## src/cpoc_pkg.sv

```systemverilog
// constants and types of the configuration memory output control block
// assumes a 25 MHz system clock and one memory word per address
package cpoc_pkg;

  // clock and timing
  localparam int unsigned CPOC_CLK_MHZ = 25;
  localparam int unsigned CPOC_REL_DELAY_MIN_US = 500;
  localparam int unsigned CPOC_REL_DELAY_MAX_SER_US = 3000;
  localparam int unsigned CPOC_REL_DELAY_MAX_PAR_US = 30000;
  localparam int unsigned CPOC_BROWNOUT_MIN_US = 10000;
  // least times, exact whole cycles at this rate
  localparam int unsigned CPOC_REL_DELAY_CYC = CPOC_REL_DELAY_MIN_US * CPOC_CLK_MHZ;
  localparam int unsigned CPOC_BROWNOUT_CYC = CPOC_BROWNOUT_MIN_US * CPOC_CLK_MHZ;
  localparam int unsigned CPOC_CNT_W = 18;

  // data path
  localparam int unsigned CPOC_DATA_W = 8;
  localparam int unsigned CPOC_ADDR_W = 12;
  localparam int unsigned CPOC_FIFO_DEPTH = 4;
  localparam int unsigned CPOC_REV_W = 2;

  // power-on state, gray along ramp, delay, up
  typedef enum logic [1:0] {
    CPOC_PWR_RAMP = 2'h0,
    CPOC_PWR_DELAY = 2'h1,
    CPOC_PWR_UP = 2'h3
  } cpoc_pwr_t;

  // streaming state, gray along idle, load, stream, end
  typedef enum logic [1:0] {
    CPOC_STR_IDLE = 2'h0,
    CPOC_STR_LOAD = 2'h1,
    CPOC_STR_RUN = 2'h3,
    CPOC_STR_END = 2'h2
  } cpoc_str_t;

  // pin inputs that pass the synchroniser
  typedef struct packed {
    logic chip_enable_n;
    logic oe_reset_in;
    logic reconfiguration_strobe;
    logic busy;
    logic core_supply_ok;
    logic core_supply_low;
    logic io_supply_ok;
    logic variant_parallel;
    logic parallel_mode;
    logic decompress_en;
    logic revisioning_en;
    logic [CPOC_REV_W-1:0] rev_sel;
  } cpoc_pins_t;

  localparam cpoc_pins_t CPOC_PINS_RST = '0;

endpackage : cpoc_pkg

```

## src/cpoc_fifo_if.sv

```systemverilog
// valid/ready carrier between the output control and its word buffer
// assumes producer and consumer share one clock
`timescale 1ns/1ps
interface cpoc_fifo_if #(
  parameter int unsigned W = 8
);
  logic in_valid;
  logic in_ready;
  logic [W-1:0] in_data;
  logic out_valid;
  logic out_ready;
  logic [W-1:0] out_data;
  logic flush;

  modport fifo (
    input in_valid, in_data, out_ready, flush,
    output in_ready, out_valid, out_data
  );

  modport user (
    output in_valid, in_data, out_ready, flush,
    input in_ready, out_valid, out_data
  );
endinterface : cpoc_fifo_if

```

## src/cpoc_fifo.sv

```systemverilog
// word buffer between memory fetch and the data pins
// assumes synchronous flush and a clock enable shared with the caller
`timescale 1ns/1ps
module cpoc_fifo #(
  parameter int unsigned W = 8,
  parameter int unsigned DEPTH = 4
) (
  // clock and reset
  input wire logic clk,
  input wire logic rst_n,
  input wire logic clk_en,
  // buffer ports
  cpoc_fifo_if.fifo bus
);
  localparam int unsigned PW = (DEPTH > 1) ? $clog2(DEPTH) : 1;

  typedef struct packed {
    logic [DEPTH-1:0][W-1:0] mem;
    logic [PW-1:0] wr;
    logic [PW-1:0] rd;
    logic [PW:0] count;
  } cpoc_fifo_st_t;

  cpoc_fifo_st_t st_ff;
  cpoc_fifo_st_t nxt_st;
  logic push;
  logic pop;

  // full and empty from the count, so they never lie
  assign bus.in_ready = (st_ff.count != (PW+1)'(DEPTH));
  assign bus.out_valid = (st_ff.count != '0);
  assign bus.out_data = st_ff.mem[st_ff.rd];

  function automatic logic [PW-1:0] ptr_inc(input logic [PW-1:0] p);
    ptr_inc = (p == PW'(DEPTH - 1)) ? '0 : p + PW'(1);
  endfunction : ptr_inc

  always_comb begin
    nxt_st = st_ff;
    push = bus.in_valid && bus.in_ready;
    pop = bus.out_ready && bus.out_valid;
    if (bus.flush) begin
      // flush wins, a push in the same cycle is dropped on purpose
      nxt_st.wr = '0;
      nxt_st.rd = '0;
      nxt_st.count = '0;
    end else begin
      if (push) begin
        nxt_st.mem[st_ff.wr] = bus.in_data;
        nxt_st.wr = ptr_inc(st_ff.wr);
      end
      if (pop) begin
        nxt_st.rd = ptr_inc(st_ff.rd);
      end
      if (push && !pop) begin
        nxt_st.count = st_ff.count + (PW+1)'(1);
      end else if (pop && !push) begin
        nxt_st.count = st_ff.count - (PW+1)'(1);
      end
    end
  end

  always_ff @(posedge clk or negedge rst_n) begin
    if (!rst_n) begin
      st_ff <= '0;
    end else if (clk_en) begin
      st_ff <= nxt_st;
    end
  end

endmodule : cpoc_fifo

```

## src/cpoc_top.sv

```systemverilog
// output control of a configuration memory streaming to a target device
// assumes pins are asynchronous, storage answers mem_rdata in the same cycle
// as mem_addr, and an external pull-up on the shared reset line
// Operation
// - hold reset line low while supplies ramp
// - wait release delay after thresholds before release
// - release delay 0.5 ms least, 3/30 ms most
// - parallel variant also waits for io supply
// - core supply loss resets and holds line low
// - brown-out only after 10 ms below threshold
// - reset line polarity fixed active low
// - line low: counter reset, cascade high, float
// - chip enable high: standby, reset, cascade high
// - end address is revision's last location
// - parallel at terminal: hold, float, cascade low
// - busy high: hold address and data, clock runs
// - strobe rise or reset: counter to start
// - busy honoured only parallel, no decompression
// - two-bit revision number selects the bank
`timescale 1ns/1ps
module cpoc_top
  import cpoc_pkg::*;
#(
  parameter int unsigned DATA_W = cpoc_pkg::CPOC_DATA_W,
  parameter int unsigned ADDR_W = cpoc_pkg::CPOC_ADDR_W,
  parameter int unsigned FIFO_DEPTH = cpoc_pkg::CPOC_FIFO_DEPTH,
  parameter int unsigned REL_DELAY_CYC = cpoc_pkg::CPOC_REL_DELAY_CYC,
  parameter int unsigned BROWNOUT_CYC = cpoc_pkg::CPOC_BROWNOUT_CYC
) (
  // clock, reset, enable
  input wire logic sys_clk,
  input wire logic nrst,
  input wire logic clk_en,
  // control pins
  input wire logic chip_enable_n,
  input wire logic oe_reset_in,
  input wire logic reconfiguration_strobe,
  input wire logic busy,
  // supply monitors
  input wire logic core_supply_ok,
  input wire logic core_supply_low,
  input wire logic io_supply_ok,
  // straps
  input wire logic variant_parallel,
  input wire logic parallel_mode,
  input wire logic decompress_en,
  input wire logic revisioning_en,
  input wire logic [cpoc_pkg::CPOC_REV_W-1:0] rev_sel,
  // storage read port
  output logic [ADDR_W-1:0] mem_addr,
  input wire logic [DATA_W-1:0] mem_rdata,
  // shared open-drain reset line
  output logic oe_reset_out,
  output logic oe_reset_oe,
  // configuration data and clock
  output logic [DATA_W-1:0] data_out,
  output logic data_oe,
  output logic clock_out,
  output logic clock_out_oe,
  // cascade and status
  output logic cascade_enable_out_n,
  output logic standby,
  output logic [ADDR_W-1:0] address
);
  import cpoc_pkg::*;

  localparam int unsigned BANK_W = ADDR_W - CPOC_REV_W;
  localparam logic [ADDR_W-1:0] TERMINAL_COUNT = '1;
  localparam logic [CPOC_CNT_W-1:0] REL_LAST = CPOC_CNT_W'(REL_DELAY_CYC - 1);
  localparam logic [CPOC_CNT_W-1:0] BO_LAST = CPOC_CNT_W'(BROWNOUT_CYC - 1);

  typedef struct packed {
    cpoc_pins_t s1;
    cpoc_pins_t s2;
    cpoc_pwr_t pwr;
    logic [CPOC_CNT_W-1:0] rel_cnt;
    logic [CPOC_CNT_W-1:0] bo_cnt;
    cpoc_str_t str;
    logic [ADDR_W-1:0] addr;
    logic [ADDR_W-1:0] fetch_addr;
    logic fetch_done;
    logic [CPOC_REV_W-1:0] rev;
    logic strobe_d;
    logic [DATA_W-1:0] data;
    logic data_oe;
    logic clk;
    logic clk_oe;
    logic ceo_n;
    logic oer_out;
    logic oer_oe;
    logic standby;
  } cpoc_st_t;

  localparam cpoc_st_t ST_RST = '{
    s1: CPOC_PINS_RST,
    s2: CPOC_PINS_RST,
    pwr: CPOC_PWR_RAMP,
    rel_cnt: '0,
    bo_cnt: '0,
    str: CPOC_STR_IDLE,
    addr: '0,
    fetch_addr: '0,
    fetch_done: 1'b0,
    rev: '0,
    strobe_d: 1'b0,
    data: '0,
    data_oe: 1'b0,
    clk: 1'b0,
    clk_oe: 1'b0,
    ceo_n: 1'b1,
    oer_out: 1'b0,
    oer_oe: 1'b1,
    standby: 1'b0
  };

  cpoc_st_t st_ff;
  cpoc_st_t nxt_st;
  logic [1:0] rst_sync_ff;
  logic rst_n;

  cpoc_fifo_if #(.W(DATA_W)) fq ();

  cpoc_fifo #(
    .W(DATA_W),
    .DEPTH(FIFO_DEPTH)
  ) u_fifo (
    .clk(sys_clk),
    .rst_n(rst_n),
    .clk_en(clk_en),
    .bus(fq)
  );

  // revision bank bounds, bank = revision number in the top address bits
  function automatic logic [ADDR_W-1:0] bank_start(input logic [CPOC_REV_W-1:0] r,
                                                   input logic rev_on);
    bank_start = rev_on ? {r, {BANK_W{1'b0}}} : '0;
  endfunction : bank_start

  function automatic logic [ADDR_W-1:0] bank_end(input logic [CPOC_REV_W-1:0] r,
                                                 input logic rev_on);
    bank_end = rev_on ? {r, {BANK_W{1'b1}}} : TERMINAL_COUNT;
  endfunction : bank_end

  // reset release through two flops
  always_ff @(posedge sys_clk or negedge nrst) begin
    if (!nrst) begin
      rst_sync_ff <= 2'h0;
    end else if (clk_en) begin
      rst_sync_ff <= {rst_sync_ff[0], 1'b1};
    end
  end
  assign rst_n = rst_sync_ff[1];

  // decode of the synchronised pins, used by the state update below
  logic rev_on;
  logic busy_on;
  logic par;
  logic supplies_ok;
  logic line_low;
  logic hold_rst;
  logic strobe_rise;
  logic tick;
  logic [ADDR_W-1:0] lim;
  logic [ADDR_W-1:0] start;

  always_comb begin
    par = st_ff.s2.variant_parallel;
    rev_on = par && st_ff.s2.revisioning_en;
    // busy only means something in plain parallel output
    busy_on = par && st_ff.s2.parallel_mode && !st_ff.s2.decompress_en;
    // a sagging core never counts as good, so the line stays low until it recovers
    supplies_ok = st_ff.s2.core_supply_ok && !st_ff.s2.core_supply_low &&
      (!par || st_ff.s2.io_supply_ok);
    // the sampled line also shows an outside monitor holding it low
    line_low = !st_ff.s2.oe_reset_in || st_ff.oer_oe;
    hold_rst = st_ff.s2.chip_enable_n || line_low || (st_ff.pwr != CPOC_PWR_UP);
    strobe_rise = par && st_ff.s2.reconfiguration_strobe && !st_ff.strobe_d;
    tick = st_ff.clk;
    start = bank_start(st_ff.rev, rev_on);
    lim = par ? bank_end(st_ff.rev, rev_on) : TERMINAL_COUNT;
  end

  always_comb begin
    nxt_st = st_ff;
    fq.flush = 1'b0;
    fq.in_valid = 1'b0;
    fq.in_data = mem_rdata;
    fq.out_ready = 1'b0;

    // pin synchroniser, first stage read only by the second
    nxt_st.s1.chip_enable_n = chip_enable_n;
    nxt_st.s1.oe_reset_in = oe_reset_in;
    nxt_st.s1.reconfiguration_strobe = reconfiguration_strobe;
    nxt_st.s1.busy = busy;
    nxt_st.s1.core_supply_ok = core_supply_ok;
    nxt_st.s1.core_supply_low = core_supply_low;
    nxt_st.s1.io_supply_ok = io_supply_ok;
    nxt_st.s1.variant_parallel = variant_parallel;
    nxt_st.s1.parallel_mode = parallel_mode;
    nxt_st.s1.decompress_en = decompress_en;
    nxt_st.s1.revisioning_en = revisioning_en;
    nxt_st.s1.rev_sel = rev_sel;
    nxt_st.s2 = st_ff.s1;
    nxt_st.strobe_d = st_ff.s2.reconfiguration_strobe;

    // power-on and brown-out; the line is only ever pulled low
    nxt_st.oer_out = 1'b0;
    case (st_ff.pwr)
      CPOC_PWR_RAMP: begin
        nxt_st.rel_cnt = '0;
        if (supplies_ok) begin
          nxt_st.pwr = CPOC_PWR_DELAY;
        end
      end
      CPOC_PWR_DELAY: begin
        // release at the least delay, well inside both longest limits
        if (!supplies_ok) begin
          nxt_st.pwr = CPOC_PWR_RAMP;
        end else if (st_ff.rel_cnt == REL_LAST) begin
          nxt_st.pwr = CPOC_PWR_UP;
        end else begin
          nxt_st.rel_cnt = st_ff.rel_cnt + CPOC_CNT_W'(1);
        end
      end
      CPOC_PWR_UP: begin
        nxt_st.pwr = CPOC_PWR_UP;
      end
      default: begin
        nxt_st.pwr = CPOC_PWR_RAMP;
      end
    endcase
    // short dips are filtered, only a long sag resets
    if (st_ff.s2.core_supply_low) begin
      if (st_ff.bo_cnt == BO_LAST) begin
        nxt_st.pwr = CPOC_PWR_RAMP;
        nxt_st.bo_cnt = '0;
      end else begin
        nxt_st.bo_cnt = st_ff.bo_cnt + CPOC_CNT_W'(1);
      end
    end else begin
      nxt_st.bo_cnt = '0;
    end
    nxt_st.oer_oe = (nxt_st.pwr != CPOC_PWR_UP);

    nxt_st.standby = st_ff.s2.chip_enable_n;

    // output clock runs free; only its enable changes
    nxt_st.clk = !st_ff.clk;

    // memory fetch into the buffer, stalls when the buffer is full
    if (st_ff.str != CPOC_STR_IDLE && !st_ff.fetch_done) begin
      fq.in_valid = 1'b1;
      if (fq.in_ready) begin
        if (st_ff.fetch_addr == lim) begin
          nxt_st.fetch_done = 1'b1;
        end else begin
          nxt_st.fetch_addr = st_ff.fetch_addr + ADDR_W'(1);
        end
      end
    end

    // address counter; reset first, then busy, then increment
    if (hold_rst) begin
      // revision is taken while the counter is held
      nxt_st.rev = st_ff.s2.rev_sel;
      nxt_st.str = CPOC_STR_IDLE;
      nxt_st.addr = bank_start(st_ff.s2.rev_sel, rev_on);
      nxt_st.fetch_addr = bank_start(st_ff.s2.rev_sel, rev_on);
      nxt_st.fetch_done = 1'b0;
      nxt_st.data_oe = 1'b0;
      nxt_st.clk_oe = 1'b0;
      nxt_st.ceo_n = 1'b1;
      fq.flush = 1'b1;
    end else if (strobe_rise) begin
      // restart from the bank start, pins stay driven
      nxt_st.rev = st_ff.s2.rev_sel;
      nxt_st.str = CPOC_STR_LOAD;
      nxt_st.addr = bank_start(st_ff.s2.rev_sel, rev_on);
      nxt_st.fetch_addr = bank_start(st_ff.s2.rev_sel, rev_on);
      nxt_st.fetch_done = 1'b0;
      nxt_st.ceo_n = 1'b1;
      fq.flush = 1'b1;
    end else begin
      case (st_ff.str)
        CPOC_STR_IDLE: begin
          nxt_st.str = CPOC_STR_LOAD;
          nxt_st.addr = start;
        end
        CPOC_STR_LOAD: begin
          // first word shows without moving the counter
          if (tick && fq.out_valid) begin
            fq.out_ready = 1'b1;
            nxt_st.data = fq.out_data;
            nxt_st.data_oe = 1'b1;
            nxt_st.clk_oe = par;
            nxt_st.str = CPOC_STR_RUN;
          end
        end
        CPOC_STR_RUN: begin
          if (busy_on && st_ff.s2.busy) begin
            // word and counter hold, clock keeps going
            nxt_st.clk_oe = 1'b1;
          end else if (par && !st_ff.s2.reconfiguration_strobe) begin
            nxt_st.addr = st_ff.addr;
          end else if (tick && fq.out_valid) begin
            fq.out_ready = 1'b1;
            nxt_st.addr = st_ff.addr + ADDR_W'(1);
            nxt_st.data = fq.out_data;
            if (st_ff.addr + ADDR_W'(1) == lim) begin
              nxt_st.str = CPOC_STR_END;
              nxt_st.data_oe = 1'b0;
              nxt_st.clk_oe = 1'b0;
              // only the last location of the memory passes the chain on
              nxt_st.ceo_n = (lim != TERMINAL_COUNT);
            end
          end
        end
        CPOC_STR_END: begin
          nxt_st.data_oe = 1'b0;
          nxt_st.clk_oe = 1'b0;
          nxt_st.ceo_n = (st_ff.addr != TERMINAL_COUNT);
        end
        default: begin
          nxt_st.str = CPOC_STR_IDLE;
        end
      endcase
    end
  end

  always_ff @(posedge sys_clk or negedge rst_n) begin
    if (!rst_n) begin
      st_ff <= ST_RST;
    end else if (clk_en) begin
      st_ff <= nxt_st;
    end
  end

  assign mem_addr = st_ff.fetch_addr;
  assign oe_reset_out = st_ff.oer_out;
  assign oe_reset_oe = st_ff.oer_oe;
  assign data_out = st_ff.data;
  assign data_oe = st_ff.data_oe;
  assign clock_out = st_ff.clk;
  assign clock_out_oe = st_ff.clk_oe;
  assign cascade_enable_out_n = st_ff.ceo_n;
  assign standby = st_ff.standby;
  assign address = st_ff.addr;

endmodule : cpoc_top

```

## config.mk

```make
export PLATFORM = sky130hd
export DESIGN_NAME = cpoc_top
export DESIGN_NICKNAME = d
export VERILOG_FILES = /design/src/cpoc_pkg.sv /design/src/cpoc_fifo_if.sv /design/src/cpoc_fifo.sv /design/src/cpoc_top.sv
export SDC_FILE = /design/constraint.sdc
export NUM_CORES = 1
export LEC_CHECK = 0
export ABC_AREA = 1
export BUFFER_PORTS_ARGS = -buffer_cell sky130_fd_sc_hd__buf_2
export CAP_MARGIN = 5
export CORE_MARGIN = 5
export CORE_UTILIZATION = 25
export CTS_CLUSTER_SIZE = 16
export DETAILED_ROUTE_END_ITERATION = 7
export GPL_TIMING_DRIVEN = 1
export SLEW_MARGIN = 10
export SYNTH_ARGS = -nofsm -noshare
export SYNTH_HDL_FRONTEND = slang
export SYNTH_SLANG_ARGS = --single-unit
```

## constraint.sdc

```tcl
create_clock -name sys_clk -period 5 [get_ports sys_clk]
set_input_delay 1 -clock sys_clk [delete_from_list [all_inputs] [get_ports sys_clk]]
set_output_delay 1 -clock sys_clk [all_outputs]
set_load 0.005 [all_outputs]
```

### Word-level counts from Yosys, hierarchy flattened

Cells that the tools add are included.

| operators by class | value |
|---|---|
| add/subtract/negate cells | 8 |
| $lt $le $gt $ge | 3 |
| equal/unequal tests | 37 |
| muxes and demuxes | 71 |
| bitwise logic cells | 3 |
| reduce and logical (&&, ||, !) cells | 61 |

Operators with widths:

| cell | count |
|---|---|
| $mux W12 | 6 |
| $mux W18 | 4 |
| $mux W14 | 3 |
| $add A18 B1 Y18 const B | 2 |
| $mux W9 | 4 |
| $pmux W18 S2 | 1 |
| $bwmux W32 | 1 |
| $mux W2 | 16 |
| $ne A4 B4 Y1 const B | 8 |
| $mux W29 | 1 |
| $mux W13 | 2 |
| $add A12 B1 Y12 const B | 2 |
| $eq A12 B12 Y1 | 2 |
| $ne A12 B12 Y1 const B | 2 |
| $pmux W12 S2 | 1 |
| $ne A3 B3 Y1 const B | 7 |
| $eq A18 B14 Y1 const B | 1 |
| $eq A18 B18 Y1 const B | 1 |
| $ne A2 B2 Y1 const B | 9 |
| $mux W1 | 17 |
| $bmux W8 S2 | 1 |
| $demux W8 S2 | 1 |
| $logic_and A1 B1 Y1 | 16 |
| $mux W8 | 2 |
| other kinds (29) | 73 |

| word-level totals | value |
|---|---|
| register bits | 149 |
| input port bits | 24 |
| output and inout bits | 39 |
| logic and storage cells | 231 |

### Depth between registers and ports, before layout

Gate-level depths: netlist of the first run.

| logic depth | value |
|---|---|
| depth after elaboration | 13 |
| gate-level depth with buffers | 16 |
| depth with buffers taken out | 16 |

### Cells and area by module

A second synthesis of the first run with hierarchy kept.

| second synthesis, totals | value |
|---|---|
| cell total of the unflattened synthesis | 1003 |
| area total of the unflattened synthesis | 8235.4 µm² |

Modules (own cells, without submodules):

| module | instances | cells each | area an instance (µm²) | sequential area each (µm²) |
|---|---|---|---|---|
| cpoc_top | 1 | 784 | 6262.3 | 2755.1 |
| cpoc_fifo | 1 | 219 | 1973.1 | 975.9 |

### Least setup slack after synthesis of the first run

No wires, ideal clock.

| timing path | value |
|---|---|
| path type | flip-flop to flip-flop |
| from | reg rst_sync_ff[1] (netlist name) |
| to | reg rst_sync_ff[1] |
| setup time | 0.079 ns |
| arrival time | 3.738 ns |
| required time | 4.921 ns |
| setup slack | 1.183 ns |
| cell stages (with the launch flop) | 3 |
| buffers on the path | 0 |
| period minus slack after synthesis | 3.817 ns |
| cell sequence | dfrtp_1 > nand2_1 > nand2_1 |

RTL lines:

| item | line | source |
|---|---|---|
| to (signal assigned) | cpoc_top.sv:149 | `rst_sync_ff <= {rst_sync_ff[0], 1'b1};` |
| to (decl) | cpoc_top.sv:118 | `logic [1:0] rst_sync_ff;` |

==> results of run 1 <==
==> layout make-up <==
class | instances | area [µm²] | area share, %
Clock buffer | 19 | 453 | 5.05
Sequential cell | 149 | 3730 | 41.6
Tap cell | 402 | 503 | 5.60
Timing Repair Buffer | 64 | 340 | 3.79
Inverter | 101 | 387 | 4.31
Multi-Input combinational cell | 691 | 3440 | 38.4
Clock inverter | 13 | 115 | 1.28
==> registers in the layout, summed over array words and instances, names as in the netlist <==
| register | count |
|---|---|
| nxt_st | 15 |
| standby | 1 |
| mem_addr | 12 |
| par | 1 |
| cascade_enable_out_n | 1 |
| clock_out_oe | 1 |
| data_oe | 1 |
| oe_reset_oe | 1 |
| clock_out | 1 |
| address | 12 |
| data_out | 8 |
| st_ff | 54 |
| rst_sync_ff | 2 |
| u_fifo.st_ff | 39 |
==> cell usage after synthesis, drive strengths merged (2+ instances only) <==
| cell | n |
|---|---|
| dfstp | 2 |
| clkbuf | 17 |
| nor2 | 118 |
| or2 | 2 |
| a31oi | 13 |
| ha | 14 |
| a21oi | 25 |
| xnor2 | 7 |
| nand2 | 270 |
| nor3 | 26 |
| a211oi | 2 |
| dfrtp | 147 |
| nand3 | 50 |
| nand4 | 14 |
| and2 | 2 |
| nand3b | 4 |
| inv | 100 |
| o22ai | 5 |
| o21ai | 92 |
| buf | 42 |
| xor2 | 19 |
| nor4 | 4 |
| o31ai | 12 |
==> through the flow <==
step / instances / total power [mW]
floorplan: 1000 / 1.44
detailed placement: 1407 / 1.51
finish: 1439 / 2.73
CTS: 1439 / 2.77
global route: 1439 / 2.86
global placement: 1407 / 1.51
==> placed cells by master, fill, tap and decap left out, types with 3 or more instances in the layout <==
cell type	Yosys	routed
nand2_1	267	267
dfrtp_1	147	146
nor2_1	110	110
inv_1	93	93
o21ai_0	88	88
buf_2	6	61
nand3_1	49	49
a21oi_1	24	24
nor3_1	20	20
xor2_1	19	19
clkbuf_16	0	17
nand4_1	14	14
ha_1	14	14
a31oi_1	13	13
o31ai_1	12	12
xnor2_1	7	7
nor2_4	5	5
inv_2	5	5
o22ai_1	5	5
clkinv_4	0	5
nand3b_1	4	4
nor4_1	4	4
nor3_2	4	4
inv_6	1	3
nor2_2	3	3
o21ai_1	3	3
inv_8	0	3
==> logic make-up (layout without fill, tap and decap cells) <==
group / after synthesis / count (layout)
other: 1 / 1
adder cells (fa/ha/maj): 15 / 15
AO/OA/AOI/OAI: 157 / 157
AND/OR/NAND/NOR: 492 / 492
buffers and inverters: 160 / 197
XOR/XNOR: 26 / 26
flip-flops: 149 / 149
==> routing by layer <==
| layer | GRT usage [%] | vias to the layer above |
|---|---|---|
| li1 | - | 3257 |
| met1 | 14.8 | 2977 |
| met2 | 16.5 | 132 |
| met4 | 2.68 | 0 |
| met3 | 1.79 | 11 |
| met5 | 0 | - |
==> path summary, 6_finish.rpt <==
path,start,to,slack (ns),cells past startpoint
min in group sys_clk,st_ff[89],st_ff[89],0.47,2
hold / removal,rst_sync_ff[1],nxt_st[95],0.20,0
hold reg to reg,rst_sync_ff[1],nxt_st[95],0.20,0
setup reg to reg,par,u_fifo.st_ff[2],2.42,12
max in group asynchronous,rst_sync_ff[1],u_fifo.st_ff[32],3.77,1
setup / recovery,clk_en,st_ff[61],2.25,8
==> worst max-delay path, delay by kind of cell <==
kind | cells | cell delay [ns]
simple gates | 5 | 1.08
buf+inv | 2 | 0.85
xor+xnor | 1 | 0.12
==> power by group <==
| group | total, mW | internal (mW) | switching [mW] | leakage (nW) |
|---|---|---|---|---|
| registers | 1.29 | 1.25 | 0.0411 | 1.99 |
| logic | 0.191 | 0.0575 | 0.134 | 1.75 |
| clock network | 1.25 | 0.678 | 0.569 | 0.276 |
| total | 2.73 | 1.99 | 0.744 | 4.02 |
==> impl_metrics.env, run 1 <==
export IMPL_synthAdderAreaFrac_pct=2.46
export IMPL_synth_xor_area_share_pct=2.88
export IMPL_drc_errors=0
export IMPL_fin_skew_ns=0.0187
export IMPL_dpl_hpwl_um=12900
export IMPL_synth_seq_cells=149
export IMPL_maxCapViolCount=0
export IMPL_overflow=0
export IMPL_synth_main_ff_cell="dfrtp_1"
export IMPL_antenna_found_initial=0
export IMPL_syn_inst=1000
export IMPL_synth_compound_area_share_pct=11.2
export IMPL_slowest_delay_ns=0.44
export IMPL_routed_wl_um=18300
export IMPL_drt_first_pass_iters=5
export IMPL_grt_max_degree=132
export IMPL_syn_nets=1039
export IMPL_clock_latency_ns=0.43
export IMPL_dieHeight_um=188
export IMPL_critPathKind="in -> reg"
export IMPL_die_w_um=188
export IMPL_wl_met2_um=8410
export IMPL_grt_util_all_layers_pct=10.4
export IMPL_endpoint_kind="flip-flop"
export IMPL_fin_crit_ns=2.75
export IMPL_drtAntennaViolNets=0
export IMPL_muxShareOfSynthArea_pct=0
export IMPL_clkTransAtPathRegs_ns=0.07
export IMPL_cts_tree="yes"
export IMPL_root_buffer="clkbuf_16"
export IMPL_leakage_nw=4.02
export IMPL_post_cts_setup_buffers=0
export IMPL_synth_top_family_by_area="simple AND/OR/NAND/NOR gates"
export IMPL_yosysWarnings=0
export IMPL_setup_slack_ns=2.25
export IMPL_gp_congestion=0.854
export IMPL_ys_seq_area_share_pct=47.1
export IMPL_start_util_pct=25.2
export IMPL_powerDensity_nw_per_um2=304
export IMPL_cts_hold_buf=0
export IMPL_drive_above_1_share_pct=12.2
export IMPL_drtIter0Drc=451
export IMPL_tightest_slew_ns=0.826
export IMPL_async_reset_ff_share_pct=100
export IMPL_synth_area_leader_cell="dfrtp_1"
export IMPL_cp_cell_sequence="buf_2 -> inv_2 -> nor3_2 -> nand2_1 -> or3_1 -> nor2_2 -> xnor2_1 -> nor2_1"
export IMPL_num_nets_final=1063
export IMPL_synth_area_leaders="dfrtp_1 46%, nand2_1 13%, o21ai_0 5.6%"
export IMPL_fin_area_um2=8970
export IMPL_wl_per_cell_um=12.7
export IMPL_whs_ns=0.203
export IMPL_place_ws_ns=1.81
export IMPL_avgSynthCellArea_um2=7.92
export IMPL_met1Wirelength_um=9040
export IMPL_peakVddDrop_v=0.000183
export IMPL_tns_ns=0
export IMPL_h_tree_depth=4
export IMPL_first_global_vias=6072
export IMPL_synth_cell_types=53
export IMPL_cts_sinks=149
export IMPL_io_buffers=61
export IMPL_synth_edf_count=0
export IMPL_setup_violations=0
export IMPL_min_period_over_period_pct=54.9
export IMPL_ioPinCount=63
export IMPL_fin_util_pct=28.6
export IMPL_row_count=65
export IMPL_fmax_ghz=0.364
export IMPL_fill_cells=3393
export IMPL_cts_max_path_buffers=2
export IMPL_num_vias=6377
export IMPL_numCtsBuffers=17
export IMPL_arrival_ns=3.05
export IMPL_syn_area_um2=7920
export IMPL_hold_path_class="reg -> async"
export IMPL_hold_viol=0
export IMPL_synth_simple_gate_area_share_pct=26.9
export IMPL_synth_top_area_share_pct=46.4
export IMPL_rsz0062_at_grt="false"
export IMPL_antenna_cells=0
export IMPL_avgViaCountPerCell=4.43
export IMPL_slew_viol_final=0
export IMPL_top_layer="met4"
export IMPL_placed_area_um2=8410
export IMPL_ctsResizeCount=0
export IMPL_syn_to_final_growth_pct=13.3
export IMPL_die_area_um2=35300
export IMPL_path_max_fanout=35
export IMPL_grt_pass1_wl_um=30900
export IMPL_wl_met3_um=661
export IMPL_outcome="finished, final reports clean"
export IMPL_cp_required_ns=5.31
export IMPL_core_area_um2=31400
export IMPL_start_kind="primary input"
export IMPL_maxSlewHeadroom_pct=44.9
export IMPL_cp_slowest_cell="inv_2"
No activity file was read; power rests on OpenSTA's default activity.
==> run 2, diff against run 1 <==
- clock period: 5 -> 2.3 ns (I/O delays scaled with it)
==> run 2 against run 1 <==
Critical path type is now reg -> reg. Utilization rose by 0.59 points. Die area is the same. Sequential cell count unchanged. Worst hold slack gained 0.038 ns. Highest routed layer unchanged. Cell count increased by 1.3%. Worst setup slack got worse by 2.1 ns. Critical path depth grew 5.
==> impl_metrics.env, run 2 (synthesis gave the netlist of run 1 again) <==
export IMPL_outcome="finished, final reports clean"
export IMPL_cts_max_path_buffers=2
export IMPL_core_area_um2=31400
export IMPL_multi_input_area_um2=3460
export IMPL_clkTransAtPathRegs_ns=0.07
export IMPL_grt_max_degree=68
export IMPL_critPathKind="reg -> reg"
export IMPL_fin_skew_ns=0.0134
export IMPL_path_max_fanout=4
export IMPL_ioPinCount=63
export IMPL_cts_tree="yes"
export IMPL_hold_viol=0
export IMPL_critPathTopFamily="simple AND/OR/NAND/NOR gates"
export IMPL_final_cell_mix="266 x nand2_1, 145 x dfrtp_1, 108 x nor2_1"
export IMPL_drtAntennaViolNets=0
export IMPL_setup_violations=0
export IMPL_met1Wirelength_um=9340
export IMPL_syn_to_final_growth_pct=15.7
export IMPL_tightest_slew_ns=0.562
export IMPL_final_seq_area_um2=3740
export IMPL_largest_reg_flops=54
export IMPL_cp_cell_sequence="nand2_2 -> nor2_4 -> nand3_4 -> nor2_4 -> inv_6 -> nor2_4 -> nand3_2 -> nand2_2 -> inv_1 -> fa_2 -> xor2_1 -> xor2_1 -> o21ai_1"
export IMPL_die_w_um=188
export IMPL_routed_wl_um=18600
export IMPL_wl_met2_um=8430
export IMPL_first_global_vias=6157
export IMPL_holdPathStages=3
export IMPL_start_util_pct=25.2
export IMPL_num_vias=6454
export IMPL_fin_util_pct=29.2
export IMPL_wl_met3_um=584
export IMPL_cpMostUsedCell="nor2_4"
export IMPL_powerDensity_nw_per_um2=657
export IMPL_arrival_ns=2.44
export IMPL_leakage_nw=4.10
export IMPL_overflow=0
export IMPL_avgViaCountPerCell=4.43
export IMPL_cp_required_ns=2.61
export IMPL_endpoint_kind="flip-flop"
export IMPL_fmax_ghz=0.470
export IMPL_slew_viol_final=0
export IMPL_numCtsBuffers=17
export IMPL_drc_errors=0
export IMPL_r2r_cells=13
export IMPL_drt_first_pass_iters=5
export IMPL_largest_register="st_ff"
export IMPL_start_kind="flip-flop"
export IMPL_dieHeight_um=188
export IMPL_holdPathEnd="nxt_st[90]"
export IMPL_row_count=65
export IMPL_dpl_hpwl_um=13400
export IMPL_cts_sinks=149
export IMPL_final_common_cell="nand2_1"
export IMPL_hp_start="core_supply_low"
export IMPL_h_tree_depth=4
export IMPL_reg2reg_to="u_fifo.st_ff[2]"
export IMPL_hold_path_class="in -> reg"
export IMPL_top_layer="met4"
export IMPL_num_nets_final=1081
export IMPL_slowest_delay_ns=0.40
export IMPL_wl_per_cell_um=12.8
export IMPL_root_buffer="clkbuf_16"
export IMPL_drive_above_1_share_pct=14.4
export IMPL_drtIter0Drc=405
export IMPL_finalPower_mw=6.01
export IMPL_maxCapViolCount=0
export IMPL_maxSlewHeadroom_pct=62.4
export IMPL_io_buffers=61
export IMPL_peakVddDrop_v=0.000421
export IMPL_die_area_um2=35300
export IMPL_rr_startpoint="st_ff[81]"
export IMPL_cp_slowest_cell="dfrtp_1"
export IMPL_clock_latency_ns=0.42
export IMPL_gp_congestion=0.869
export IMPL_path_buf_inv=2
export IMPL_min_period_over_period_pct=92.5
export IMPL_rsz0062_at_grt="true"
export IMPL_fill_cells=3386
export IMPL_grt_util_all_layers_pct=10.6
export IMPL_antenna_found_initial=0
export IMPL_grt_pass1_wl_um=31300
export IMPL_rrSetupSlack_ns=0.17
export IMPL_fin_crit_ns=2.13
export IMPL_antenna_cells=0
==> run 2: report_power, final <==
group	leakage, nW	total, mW	switching, mW	internal (mW)
clock	0.273	2.76	1.21	1.55
combinational	1.84	0.436	0.292	0.144
sequential	1.99	2.82	0.0984	2.72
==> run 2: what timing repair did <==
| action | 4_1_cts | 5_1_grt |
|---|---|---|
| resized for setup | 0 | 10 |
| hold endpoints to repair | 2 | 0 |
| hold buffers | 1 | 0 |
| buffers inserted | 0 | 2 |
| setup endpoints to repair | 0 | 17 |
==> run 2: how the worst max path moves through the flow <==
stage | start | endpoint | slack [ns] | cells past startpoint
after detailed placement | st_ff[43] | u_fifo.st_ff[2] | 0.001 | 10
after global routing | st_ff[43] | u_fifo.st_ff[38] | -0.03 | 7
after CTS | st_ff[43] | u_fifo.st_ff[2] | 0.01 | 10
after global placement | st_ff[43] | u_fifo.st_ff[2] | 0.09 | 10
after floorplan | par | u_fifo.st_ff[2] | 0.23 | 12
final | st_ff[81] | u_fifo.st_ff[2] | 0.17 | 13
==> run 2: through the flow <==
step           area (µm²)  worst slack (ns)  setup TNS, ns  instances  hold WS, ns
2_1_floorplan        7920             0.228              0       1000        0.164
3_3_place_gp         8530            0.0950              0       1422        0.247
3_5_place_dp         8530           0.00127              0       1422        0.249
4_1_cts              9120            0.0112              0       1455        0.221
5_1_grt              9160           -0.0297        -0.0554       1457        0.230
6_report             9160             0.173              0       1457        0.241
==> run 2: layer usage <==
metal	vias up	GRT usage [%]
li1	3306	-
met1	2990	15.0
met2	137	16.5
met3	21	1.86
met4	0	3.59
met5	-	0
==> run 2: layout make-up <==
class,instances,share of cell area (%)
sequential,149,40.8
timing repair buffer,82,5.35
multi-input combinational,691,37.8
inverter,101,4.22
clock buffer,18,4.79
clock inverter,14,1.54
tap,402,5.49
==> run 2: worst min-delay path: stages <==
cell and delay [ns]:
buf_2 0.08, nand2_1 0.04, nand2_1 0.05
==> run 3, diff against run 2 <==
- CORE_UTILIZATION: 25 -> 30
==> run 3 against run 2 <==
Sequential power about the same. Via count increased by 0.90%. Clock skew decreased by 0.0020 ns. Sequential share of layout area increased by 0.073 points. Cell area decreased by 0.18%. Clock power increased by 7.6%. Count of clock-buffer cells in the layout unchanged. Worst setup slack got worse by 0.038 ns. Fmax decreased by 1.7%. Register-to-register slack got worse by 0.04 ns. Non-clock buffer count increased by 2. Critical endpoint unchanged. Largest power group is now the clock network. Highest routed layer unchanged.
==> impl_metrics.env, run 3 (synthesis gave the netlist of run 1 again) <==
export IMPL_outcome="finished, final reports clean"
export IMPL_rrSetupSlack_ns=0.14
export IMPL_grt_pass1_wl_um=31400
export IMPL_fin_util_pct=35.1
export IMPL_fin_crit_ns=2.16
export IMPL_cts_sinks=149
export IMPL_power_switching_mw=1.63
export IMPL_routed_wl_um=18700
export IMPL_clkTransAtPathRegs_ns=0.07
export IMPL_whs_ns=0.229
export IMPL_arrival_ns=2.48
export IMPL_holdPathStages=3
export IMPL_first_global_vias=6239
export IMPL_io_buffers=61
export IMPL_num_vias=6512
export IMPL_place_ws_ns=0.0467
export IMPL_start_util_pct=30.4
export IMPL_grt_max_degree=57
export IMPL_overflow=0
export IMPL_grt_busiest_layer="met2"
export IMPL_setup_slack_ns=0.135
export IMPL_holdPathEnd="nxt_st[89]"
export IMPL_leakage_nw=4.13
export IMPL_reg2reg_to="u_fifo.st_ff[2]"
export IMPL_avgViaCountPerCell=4.67
export IMPL_drc_errors=0
export IMPL_path_max_fanout=4
export IMPL_placed_area_um2=8450
export IMPL_largest_register="st_ff"
export IMPL_hold_viol=0
export IMPL_swShare_pct=26.1
export IMPL_fin_area_um2=9150
export IMPL_fin_skew_ns=0.0114
export IMPL_grt_util_all_layers_pct=13.0
export IMPL_min_period_over_period_pct=94.1
export IMPL_critPathKind="reg -> reg"
export IMPL_endpoint_kind="flip-flop"
export IMPL_r2r_cells=11
export IMPL_setup_violations=0
export IMPL_pwr_share_seq_pct=45.3
export IMPL_met1_usage_pct=18.4
export IMPL_clock_power_share_pct=47.5
export IMPL_cp_required_ns=2.61
export IMPL_antenna_found_initial=0
export IMPL_finalPower_mw=6.24
export IMPL_final_cell_mix="266 x nand2_1, 145 x dfrtp_1, 108 x nor2_1"
export IMPL_clock_latency_ns=0.42
export IMPL_post_place_cells=1354
export IMPL_drtIter0Drc=440
export IMPL_maxSlewHeadroom_pct=62.6
export IMPL_core_area_um2=26100
export IMPL_hold_path_class="in -> reg"
export IMPL_dpl_hpwl_um=13200
export IMPL_ioPinCount=63
export IMPL_row_count=59
export IMPL_drtAntennaViolNets=0
export IMPL_tightest_slew_ns=0.559
export IMPL_slew_viol_final=0
export IMPL_syn_to_final_growth_pct=15.5
export IMPL_antenna_cells=0
export IMPL_peakVddDrop_v=0.000470
export IMPL_globalRouteMet2Util_pct=20.4
export IMPL_fin_cells=1393
export IMPL_hp_start="io_supply_ok"
export IMPL_start_kind="flip-flop"
export IMPL_root_buffer="clkbuf_16"
export IMPL_drive_above_1_share_pct=14.5
export IMPL_largest_reg_flops=54
export IMPL_numCtsBuffers=17
export IMPL_cts_tree="yes"
export IMPL_met3_usage_pct=2.61
export IMPL_final_common_cell="nand2_1"
export IMPL_drt_first_pass_iters=5
export IMPL_dieHeight_um=172
export IMPL_h_tree_depth=4
export IMPL_powerDensity_nw_per_um2=683
export IMPL_die_w_um=172
export IMPL_cts_max_path_buffers=2
export IMPL_fmax_ghz=0.462
export IMPL_internal_power_mw=4.62
export IMPL_tns_ns=0
export IMPL_p_comb_share_pct=7.2
export IMPL_wl_per_cell_um=13.4
export IMPL_maxCapViolCount=0
export IMPL_die_area_um2=29700
export IMPL_num_nets_final=1084
export IMPL_gp_congestion=0.854
export IMPL_rr_startpoint="st_ff[44]"
==> run 3: changes by cell type in the layout (fill, tap and decap cells not counted) <==
cell | before | now
bufinv_16 | 1 | 3
clkinv_4 | 2 | 0
buf_12 | 2 | 3
buf_4 | 18 | 19
clkbuf_1 | 0 | 1
clkbuf_8 | 1 | 0
clkinvlp_2 | 0 | 1
fa_1 | 0 | 1
fa_2 | 1 | 0
inv_2 | 6 | 5
inv_6 | 7 | 8
==> run 3: what timing repair did <==
| action | 4_1_cts | 5_1_grt |
|---|---|---|
| buffers inserted | 0 | 5 |
| hold buffers | 1 | 0 |
| setup endpoints to repair | 0 | 13 |
| endpoints found under the hold margin | 2 | 0 |
| gates resized for setup | 0 | 9 |
==> run 3: critical path, stage by stage, from the launching register on <==
cell and delay [ns]:
dfrtp_1 0.43, inv_1 0.10, ha_1 0.22, nor2_1 0.11, nor2_4 0.14, nand3_2 0.10, nand2_2 0.10, inv_1 0.05
fa_1 0.37, xor2_1 0.18, xor2_1 0.16, o21ai_1 0.08
==> run 3: area by class of cell <==
cell class / instances / area, µm²
multi-input cells: 691 / 3460
well taps: 335 / 419
repair inverters: 1 / 5.00
inverters: 101 / 390
fillers: 2711 / 16900
clock inverters: 14 / 185
repair buffers: 84 / 518
flip-flops and latches: 149 / 3740
clock buffers: 18 / 429
==> run 3: power by group through the flow <==
stage / Sequential (mW) / Combinational (mW) / Clock [mW]
global route: 2.84 / 0.525 / 3.15
global placement: 2.87 / 0.439 / 0
CTS: 2.83 / 0.451 / 3.03
detailed placement: 2.88 / 0.448 / 0
floorplan: 2.88 / 0.264 / 0
finish: 2.83 / 0.449 / 2.97
==> run 3: worst max-delay path by stage <==
| stage | from | endpoint | cells after the start |
|---|---|---|---|
| after floorplan | par | u_fifo.st_ff[2] | 12 |
| after global placement | st_ff[44] | u_fifo.st_ff[2] | 10 |
| after detailed placement | st_ff[43] | address[11] | 10 |
| after CTS | st_ff[43] | address[11] | 10 |
| after global routing | address[0] | st_ff[44] | 14 |
| final | st_ff[44] | u_fifo.st_ff[2] | 11 |
==> run 3: routing by layer <==
layer	up-vias	share of wire [%]
met4	0	1.3
met3	18	4.3
met5	-	0
li1	3302	-
met1	3053	49
met2	139	46
